### src/logic/mac_regs.vh
// Constants for the 16x16 multiplier-accumulator
`ifndef MAC_REGS_VH
`define MAC_REGS_VH
`define MAC_OP_W      16
`define MAC_ACC_W     35
`define MAC_LOW_LSB   0
`define MAC_LOW_MSB   15
`define MAC_HIGH_LSB  16
`define MAC_HIGH_MSB  31
`define MAC_EXT_LSB   32
`define MAC_EXT_MSB   34
`define MAC_ACC_RST   35'h000000000
`define MAC_OP_RST    16'h0000
`endif

### src/logic/mac_core.v
// 16x16 multiplier-accumulator with 35-bit preloadable accumulator
`timescale 1ns/100ps
`default_nettype none
`include "mac_regs.vh"

module mac_core
(
  input  wire        mclk,                  // Clock, 40 MHz
  input  wire        resetn,                // Synchronous reset, active low
  input  wire [15:0] x_in,                  // X operand
  input  wire [15:0] y_in,                  // Y pins, input side
  output reg  [15:0] y_out,                 // Y pins, low part out
  output reg         y_oe,                  // Y pins drive enable
  input  wire        x_signed,              // X is two's complement
  input  wire        y_signed,              // Y is two's complement
  input  wire        accumulate_select,     // Accumulate instead of load
  input  wire        sub_select,            // Subtract when accumulating
  input  wire        preload_select,        // Preload accumulator from pins
  input  wire        low_out_en,            // Show low part on Y pins
  input  wire        high_out_en,           // Enable high part drivers
  input  wire        ext_out_en,            // Enable extension drivers
  input  wire [15:0] high_in,               // High part pins, input side
  input  wire [2:0]  ext_in,                // Extension pins, input side
  output reg  [15:0] result_high_part,      // High part pins, output
  output reg         high_oe,               // High part drive enable
  output reg  [2:0]  result_extension_part, // Extension pins, output
  output reg         ext_oe                 // Extension drive enable
);

  // Accumulator function codes, decoded from the registered controls and the unregistered preload_select
  localparam [1:0] FN_LOAD    = 2'b00;
  localparam [1:0] FN_ADD     = 2'b01;
  localparam [1:0] FN_SUB     = 2'b10;
  localparam [1:0] FN_PRELOAD = 2'b11;

  reg  [15:0] x_ff;
  reg  [15:0] y_ff;
  reg         xs_ff;
  reg         ys_ff;
  reg         acc_ff;
  reg         sub_ff;
  reg  [1:0]  fn_sel;
  reg  [34:0] acc_reg_ff;
  reg  [34:0] nxt_acc;
  wire [16:0] x_ext;
  wire [16:0] y_ext;
  wire [34:0] x_wide;
  wire [34:0] pp_row [0:16];
  wire [34:0] pp_sum [0:17];
  wire [34:0] prod;
  wire [34:0] preload_word;
  genvar      gi;

  // Operands and controls are taken at one edge; the accumulator and its
  // output copies change at the next. Preload alone skips the control
  // registers, so the pin value lands at the edge where preload is seen.

  // Operand input registers; Y is only taken while low_out_en is low
  always @(posedge mclk)
  begin
    if (!resetn)
    begin
      x_ff <= `MAC_OP_RST;
      y_ff <= `MAC_OP_RST;
    end
    else
    begin
      x_ff <= x_in;
      if (!low_out_en)
        y_ff <= y_in;
    end
  end

  // Format and function control registers
  always @(posedge mclk)
  begin
    if (!resetn)
    begin
      xs_ff  <= 1'b0;
      ys_ff  <= 1'b0;
      acc_ff <= 1'b0;
      sub_ff <= 1'b0;
    end
    else
    begin
      xs_ff  <= x_signed;
      ys_ff  <= y_signed;
      acc_ff <= accumulate_select;
      sub_ff <= sub_select;
    end
  end

  // Extend each operand by one bit so one signed multiply covers all formats
  assign x_ext     = {xs_ff & x_ff[15], x_ff};
  assign y_ext     = {ys_ff & y_ff[15], y_ff};
  assign x_wide    = {{18{x_ext[16]}}, x_ext};
  assign pp_sum[0] = 35'h000000000;

  // Shift-and-add array, one row per Y bit; the Y sign row has negative weight
  generate
    for (gi = 0; gi < 17; gi = gi + 1)
    begin : g_row
      assign pp_row[gi] = y_ext[gi] ? (x_wide << gi) : 35'h000000000;
      if (gi == 16)
      begin : g_sign
        assign pp_sum[gi + 1] = pp_sum[gi] - pp_row[gi];
      end
      else
      begin : g_mag
        assign pp_sum[gi + 1] = pp_sum[gi] + pp_row[gi];
      end
    end
  endgenerate

  // Product is already sign-extended over the whole accumulator width
  assign prod         = pp_sum[17];
  assign preload_word = {ext_in, high_in, y_in};

  // Function select; preload wins over any operation in progress
  always @*
  begin
    if (preload_select)
      fn_sel = FN_PRELOAD;
    else if (!acc_ff)
      fn_sel = FN_LOAD;
    else if (sub_ff)
      fn_sel = FN_SUB;
    else
      fn_sel = FN_ADD;
  end

  always @*
  begin
    case (fn_sel)
      FN_LOAD:
        nxt_acc = prod;
      FN_ADD:
        nxt_acc = acc_reg_ff + prod;
      FN_SUB:
        nxt_acc = acc_reg_ff - prod;
      FN_PRELOAD:
        nxt_acc = preload_word;
      default:
        nxt_acc = acc_reg_ff;
    endcase
  end

  // Accumulator
  always @(posedge mclk)
  begin
    if (!resetn)
      acc_reg_ff <= `MAC_ACC_RST;
    else
      acc_reg_ff <= nxt_acc;
  end

  // Output copies of the accumulator parts
  always @(posedge mclk)
  begin
    if (!resetn)
    begin
      y_out                 <= `MAC_OP_RST;
      result_high_part      <= `MAC_OP_RST;
      result_extension_part <= 3'h0;
    end
    else
    begin
      y_out                 <= nxt_acc[`MAC_LOW_MSB:`MAC_LOW_LSB];
      result_high_part      <= nxt_acc[`MAC_HIGH_MSB:`MAC_HIGH_LSB];
      result_extension_part <= nxt_acc[`MAC_EXT_MSB:`MAC_EXT_LSB];
    end
  end

  // Drive enables, all forced off while preload owns the pins
  always @(posedge mclk)
  begin
    if (!resetn)
    begin
      y_oe    <= 1'b0;
      high_oe <= 1'b0;
      ext_oe  <= 1'b0;
    end
    else
    begin
      y_oe    <= low_out_en & ~preload_select;
      high_oe <= high_out_en & ~preload_select;
      ext_oe  <= ext_out_en & ~preload_select;
    end
  end

endmodule
`default_nettype wire

### config.mk
export PLATFORM = sky130hd
export DESIGN_NAME = mac_core
export DESIGN_NICKNAME = d
export VERILOG_FILES = /design/src/logic/mac_core.v
export VERILOG_INCLUDE_DIRS = /design/src /design/src/logic
export SDC_FILE = /design/constraint.sdc
export NUM_CORES = 1
export LEC_CHECK = 0
export BUFFER_PORTS_ARGS = -buffer_cell sky130_fd_sc_hd__buf_4
export CAP_MARGIN = 20
export CORE_MARGIN = 2
export CORE_UTILIZATION = 53
export DETAILED_ROUTE_END_ITERATION = 10
export HOLD_SLACK_MARGIN = 0.12
export PLACE_DENSITY = 0.71
export SETUP_SLACK_MARGIN = 0.1
export SYNTH_ARGS = -nofsm -noshare
export SYNTH_HDL_FRONTEND = slang
export SYNTH_SLANG_ARGS = --single-unit
### constraint.sdc
create_clock -name mclk -period 11.85 [get_ports mclk]
set_input_delay 1.185 -clock mclk [delete_from_list [all_inputs] [get_ports mclk]]
set_output_delay 1.185 -clock mclk [all_outputs]
set_load 0.005 [all_outputs]
==> results of run 1 <==
## per-layer routing
metal  GRT usage, %  vias to the layer above
li1               -                     5970
met1           34.2                     6516
met2           46.0                      369
met3           2.69                       94
met4           10.3                        0
met5              0                        -
## Yosys cell counts (9+ instances only)
master	instances
and2_1	101
clkbuf_1	84
fa_1	306
dfxtp_1	74
xnor2_1	58
nand2_1	249
a21o_1	32
a31oi_1	10
a21oi_1	57
a221oi_1	30
ha_1	114
o21a_1	11
and3_1	20
nor2_1	87
o21ai_0	38
inv_1	330
nor3_1	17
xor2_1	26
mux2i_1	21
a211oi_1	22
nand3_1	13
a221o_1	9
## kinds of logic (layout without fill, tap and decap cells)
family	count (synthesis)	count (layout)	synth area share (%)
muxes	22	22	1.36
DFF	74	74	9.07
adders and majority gates	420	420	46.2
buffers and inverters	423	450	9.82
xor gates and xnor gates	86	86	4.75
AOI/OAI and AO/OA	292	292	13.1
and+or+nand+nor	537	537	15.6
## final cells by class
class | count | area [um2]
tap | 396 | 495
inverter | 331 | 1240
fill | 2740 | 12900
clock inverter | 5 | 60.1
sequential | 74 | 1480
multi-input combinational | 1357 | 13200
clock buffer | 11 | 253
timing repair buffer | 103 | 773
## placed cells by master, fill, tap and decap left out, types with 10 or more instances in the layout
cell and instances:
a31oi_1 10, nor3_1 17, nand3_1 13, and3_1 20, mux2i_1 21, inv_1 330, nand2_1 249, xor2_1 26
ha_1 113, o21a_1 11, a21o_1 32, fa_1 306, o21ai_0 38, a221oi_1 30, nor2_1 87, buf_4 103
xnor2_1 58, dfxtp_1 74, a211oi_1 22, and2_1 101, a21oi_1 57
## stage by stage
| stage | area (um2) | hold slack (ps) | cells | setup WS (ps) |
|---|---|---|---|---|
| global placement | 17200 | 483 | 2261 | 2400 |
| detailed placement | 17200 | 507 | 2261 | 2360 |
| finish | 17600 | 512 | 2277 | 2280 |
| CTS | 17600 | 524 | 2277 | 2310 |
| global route | 17600 | 566 | 2277 | 1750 |
| floorplan | 16300 | 550 | 1854 | 3670 |
## how the worst max path moves through the flow
stage	end	depth (start not counted)	slack (ps)
final	acc_reg_ff[34]	32	2280
after global routing	acc_reg_ff[34]	32	1750
after CTS	acc_reg_ff[34]	32	2310
after detailed placement	acc_reg_ff[34]	32	2360
after global placement	acc_reg_ff[34]	32	2400
after floorplan	acc_reg_ff[34]	31	3670
## registers in the layout, summed over array words and instances (netlist names)
name and cells:
y_ff 16, x_ff 16, acc_reg_ff 35, acc_ff 1
ys_ff 1, high_oe 1, y_oe 1, sub_ff 1
xs_ff 1, ext_oe 1
## power breakdown
group          total (W)  switching (W)  internal (W)
registers       0.000371      0.0000676      0.000303
clock network   0.000303       0.000127      0.000176
logic            0.00364        0.00207       0.00157
## critical path, delay by kind of cell, from the launching register on
kind | cells | cell delay [ps]
XOR/XNOR | 2 | 530
multiplexers | 1 | 320
buffers and inverters | 5 | 380
AO/OA/AOI/OAI | 8 | 1680
AND/OR/NAND/NOR | 8 | 1870
adder cells (fa/ha/maj) | 8 | 3870
flip-flops | 1 | 810
==> qor.csv, run 1 <==
stage,metric,value,unit
layout,final_util,57.7,%
sta,min_period_over_period,80.8,%
grt,grt_antenna_before_repair,0,
cts,htreeDepth,3,
route,routed_via_density,5.69,
route,drt_iter0_markers,762,
worst_setup_path,endpoint_kind,flip-flop,
synth,synth_area_per_cell,8.81,um2
synth,synth_edf_count,0,
layout,layout.nets,2357,
worst_setup_path,cp-startpoint,x_ff[15],
route,drc,0,
outcome,outcome,"complete, no violations",
cts,clk_pin_slew,70,ps
worst_setup_path,crit_fanout,21,
sta,rsz0062_at_grt,false,
grt,grt_first_pass_wirelength,69000,um
synth,synth.distinct_cells,82,
cts,cts.sinks,74,
worst_setup_path,crit_top_cell,fa_1,
grt,grt.total_usage,26.5,%
sta,finalSetupViolations,0,
worst_setup_path,cp.arrival,9820,ps
grt,first_global_vias,13700,
cts,cts-root-buf,clkbuf_16,
cts,clock_latency,360,ps
sta,worst_clock_skew,9.98,ps
synth,ys_ff_latch,74,
power_and_ir_drop,irDropWorstVdd,0.210,mV
worst_setup_path,start_kind,flip-flop,
grt,grt_max_degree,52,
worst_setup_path,critPathMaxStageDelay,810,ps
min_path,hold_start,y_ff[15],
die,dieArea,0.0322,mm2
synth,syn-num-nets,2335,
die,io_pins,99,
route,finalWirelength,41000,um
die,start_util,53.7,%
sta,finalSetupTns,0,ps
route,top_layer,met4,
synth,yosysTopAreaCell,fa_1,
die,die_h,180,um
place,io_buffer_count,98,
cts,cts_tree,built,
worst_setup_path,critical_path_class,reg -> reg,
worst_setup_path,r2r_start,x_ff[15],
synth,synth_top_area_share,37.5,%
synth,synth_area,0.0163,mm2
route,wl_met3,1760,um
worst_setup_path,required,12100,ps
die,die_x,180,um
worst_setup_path,timing.rr.end,acc_reg_ff[34],
power_and_ir_drop,power,0.00431,W
synth,synth-async-reset-ratio,0,%
route,num_vias,12900,
sta,final-hold-violation-count,0,
sta,post-route-min-period,9570,ps
cts,cts_buffer_depth,2,
cts,ctsHoldBuffers,0,
die,rows,64,
layout,area_growth,7.49,%
worst_setup_path,rrSetupSlack,2280,ps
sta,worst_pin_slew,1260,ps
route,wl_per_cell,18.0,um
place,hpwl,34100,um
route,met2_length,21100,um
die,coreArea,0.0304,mm2
synth,ys_warn_count,0,
route,ant_nets,0,
min_path,hold_path_class,reg -> reg,
sta,fmax,104,MHz
place,gp_congestion,0.966,
power_and_ir_drop,power_leakage,8.51,nW
synth,ys_seq_area_share,9.07,%
cts,cts_buffers,9,
synth,synth_flop_cell,dfxtp_1,
cts,cts-resized-gates,0,
sta,final-max-slew-violation-count,0,
route,first_pass_iters,5,
layout,drive_gt1_share,8.13,%
min_path,hold_end,y_ff[15],
min_path,whs_path_depth,2,
worst_setup_path,r2r_cells,32,
job,drv_cap,0,
route,wl_met1,16500,um
grt,grt.overflow.total,0,
synth,synthTopCellsByArea,"fa_1, dfxtp_1, ha_1",
synth,syn_inst,1854,
sta,max_slew_margin,13.7,%
layout,num_antenna_cells,0,
power_and_ir_drop,p_per_area,246,mW/mm2
cts,cts_setup_buffers,0,
worst_setup_path,slowest_stage,dfxtp_1,
Note: power is estimated with default switching activity, not from simulation.
==> run 2: changes to the inputs <==
--- a/config.mk
+++ b/config.mk
@@ -12,7 +12,7 @@
 export CORE_UTILIZATION = 53
 export DETAILED_ROUTE_END_ITERATION = 10
 export HOLD_SLACK_MARGIN = 0.12
-export PLACE_DENSITY = 0.71
+export PLACE_DENSITY = 0.74
 export SETUP_SLACK_MARGIN = 0.1
 export SYNTH_ARGS = -nofsm -noshare
 export SYNTH_HDL_FRONTEND = slang
==> constraint.sdc (replaced) <==
create_clock -name mclk -period 7.75 [get_ports mclk]
set_input_delay 0.775 -clock mclk [delete_from_list [all_inputs] [get_ports mclk]]
set_output_delay 0.775 -clock mclk [all_outputs]
set_load 0.005 [all_outputs]
==> run 2 against run 1 <==
Compared with the run above:
- the run now ends with negative setup slack left
- non-clock buffer count rose by 324
- power grew 130%
- via count rose by 14%
- clock power is 64% higher
- register-to-register slack worse by 2400 ps
- sequential power up 44%
- global-route usage up 3.2 points
- utilization up 13 points
- critical path type unchanged
- largest power group unchanged
- highest routed layer unchanged
==> qor.csv, run 2 (synthesis gave the netlist of run 1 again) <==
stage,metric,value,unit
outcome,outcome,finished with violations,
outcome,violations,negative setup slack,
sta,rsz0062_at_grt,true,
grt,grt.overflow.total,0,
worst_setup_path,critPathMaxStageDelay,560,ps
cts,cts_tree,built,
die,coreArea,0.0304,mm2
sta,finalSetupTns,-729,ps
layout,final_cell_mix,"buf_4, inv_1, fa_1",
power_and_ir_drop,swShare,47.1,%
route,num_vias,14700,
worst_setup_path,slowest_stage,fa_2,
cts,htreeDepth,3,
sta,worst_pin_slew,1120,ps
cts,ctsHoldBuffers,0,
cts,cts.sinks,74,
sta,worst_clock_skew,6.61,ps
layout,layout_commonest_cell,buf_4,
cts,clock_latency,360,ps
layout,regMostFlops,acc_reg_ff,
route,first_pass_iters,6,
sta,min_period_over_period,102,%
worst_setup_path,cp-startpoint,x_ff[5],
layout,layout.nets,2681,
die,dieArea,0.0322,mm2
worst_setup_path,r2r_start,x_ff[5],
grt,first_global_vias,15500,
route,drt_iter0_markers,962,
cts,cts_buffers,9,
power_and_ir_drop,irDropWorstVdd,0.495,mV
layout,top_regs,"acc_reg_ff x35, x_ff x16, y_ff x16",
die,io_pins,99,
place,gp_congestion,0.927,
grt,grt.total_usage,29.7,%
die,die_x,180,um
power_and_ir_drop,p_per_area,467,mW/mm2
power_and_ir_drop,power,0.0100,W
worst_setup_path,required,8010,ps
worst_setup_path,critical_path_class,reg -> reg,
sta,hold_slack,570,ps
place,io_buffer_count,98,
grt,grt_max_degree,52,
sta,fmax,126,MHz
die,die_h,180,um
power_and_ir_drop,p_clk_share,5.0,%
power_and_ir_drop,p_int,0.00529,W
sta,final-hold-violation-count,0,
sta,post-route-min-period,7920,ps
power_and_ir_drop,power_leakage,10.4,nW
grt,grt_antenna_before_repair,0,
layout,num_antenna_cells,0,
sta,finalSetupViolations,8,
cts,cts-root-buf,clkbuf_16,
layout,drive_gt1_share,31.1,%
sta,final-max-slew-violation-count,0,
worst_setup_path,cp.arrival,8180,ps
route,finalWirelength,48900,um
grt,grt_first_pass_wirelength,77200,um
place,hpwl,36500,um
min_path,hold_start,y_ff[6],
cts,cts_buffer_depth,2,
route,routed_via_density,5.67,
route,wl_per_cell,18.8,um
min_path,hold_path_class,reg -> reg,
worst_setup_path,rrSetupSlack,-170,ps
power_and_ir_drop,seqPwrFrac,5.4,%
layout,largest_register_ff_count,35,
job,drv_cap,0,
worst_setup_path,crit_fanout,8,
sta,max_slew_margin,25.5,%
die,rows,64,
layout,area_growth,31.4,%
route,drc,0,
worst_setup_path,start_kind,flip-flop,
worst_setup_path,endpoint_kind,flip-flop,
cts,clk_pin_slew,70,ps
sta,setup_ws,-170,ps
die,start_util,53.7,%
power_and_ir_drop,combPwrFrac,89.7,%
route,ant_nets,0,
power_and_ir_drop,switchingPower,0.00472,W
==> run 2: timing repair <==
item	in CTS	in global routing
setup endpoints to repair	15	16
pin swaps	104	99
resized for setup	194	113
cloned	1	1
buffers inserted	35	29
==> run 2: final timing paths <==
kind                    endpoint  cells after the start
setup / recovery  acc_reg_ff[34]                     30
hold / removal           y_ff[6]                      2
setup reg to reg  acc_reg_ff[34]                     30
hold reg to reg          y_ff[6]                      2
==> run 2: through the flow <==
step	instances	utilization, %	worst slack, ps	instance area [um2]
2_1_floorplan	1854	-	105	16500
5_1_grt	2600	70.5	-432	21500
6_report	2600	70.5	-170	21500
4_1_cts	2571	68.0	-35.4	20700
3_5_place_dp	2521	63.5	-549	19300
3_3_place_gp	2521	63.5	-368	19300
==> run 2: metal layers <==
layer	routed length (um)	global-route usage (%)	share of wire [%]
met5	0	0	0
met4	2760	14.2	5.6
met3	2580	4.13	5.3
met2	25100	52.0	51
met1	18400	36.0	38
==> run 2: area by class of cell <==
type,instances,area [um2]
clock buffers,10,239
clock inverters,5,86.3
fillers,2126,8970
inverters,331,1240
multi-input cells,1357,14400
flip-flops and latches,74,1570
well taps,396,495
repair buffers,427,3480
==> run 2: power by group through the flow <==
stage	logic (W)	registers [W]	clock network, W
2_1_floorplan	0.00448	0.000517	0
3_3_place_gp	0.00705	0.000545	0
3_5_place_dp	0.00717	0.000543	0
4_1_cts	0.00810	0.000535	0.000502
5_1_grt	0.00966	0.000541	0.000518
6_report	0.00898	0.000536	0.000497
==> run 2: worst max-delay path, delay by kind of cell, from the launching register on <==
kind	cells	cell delay, ps
xor+xnor	2	450
simple gates	6	1500
compound gates	8	1600
fa+ha+maj	8	3230
buf+inv	6	590
flops	1	430
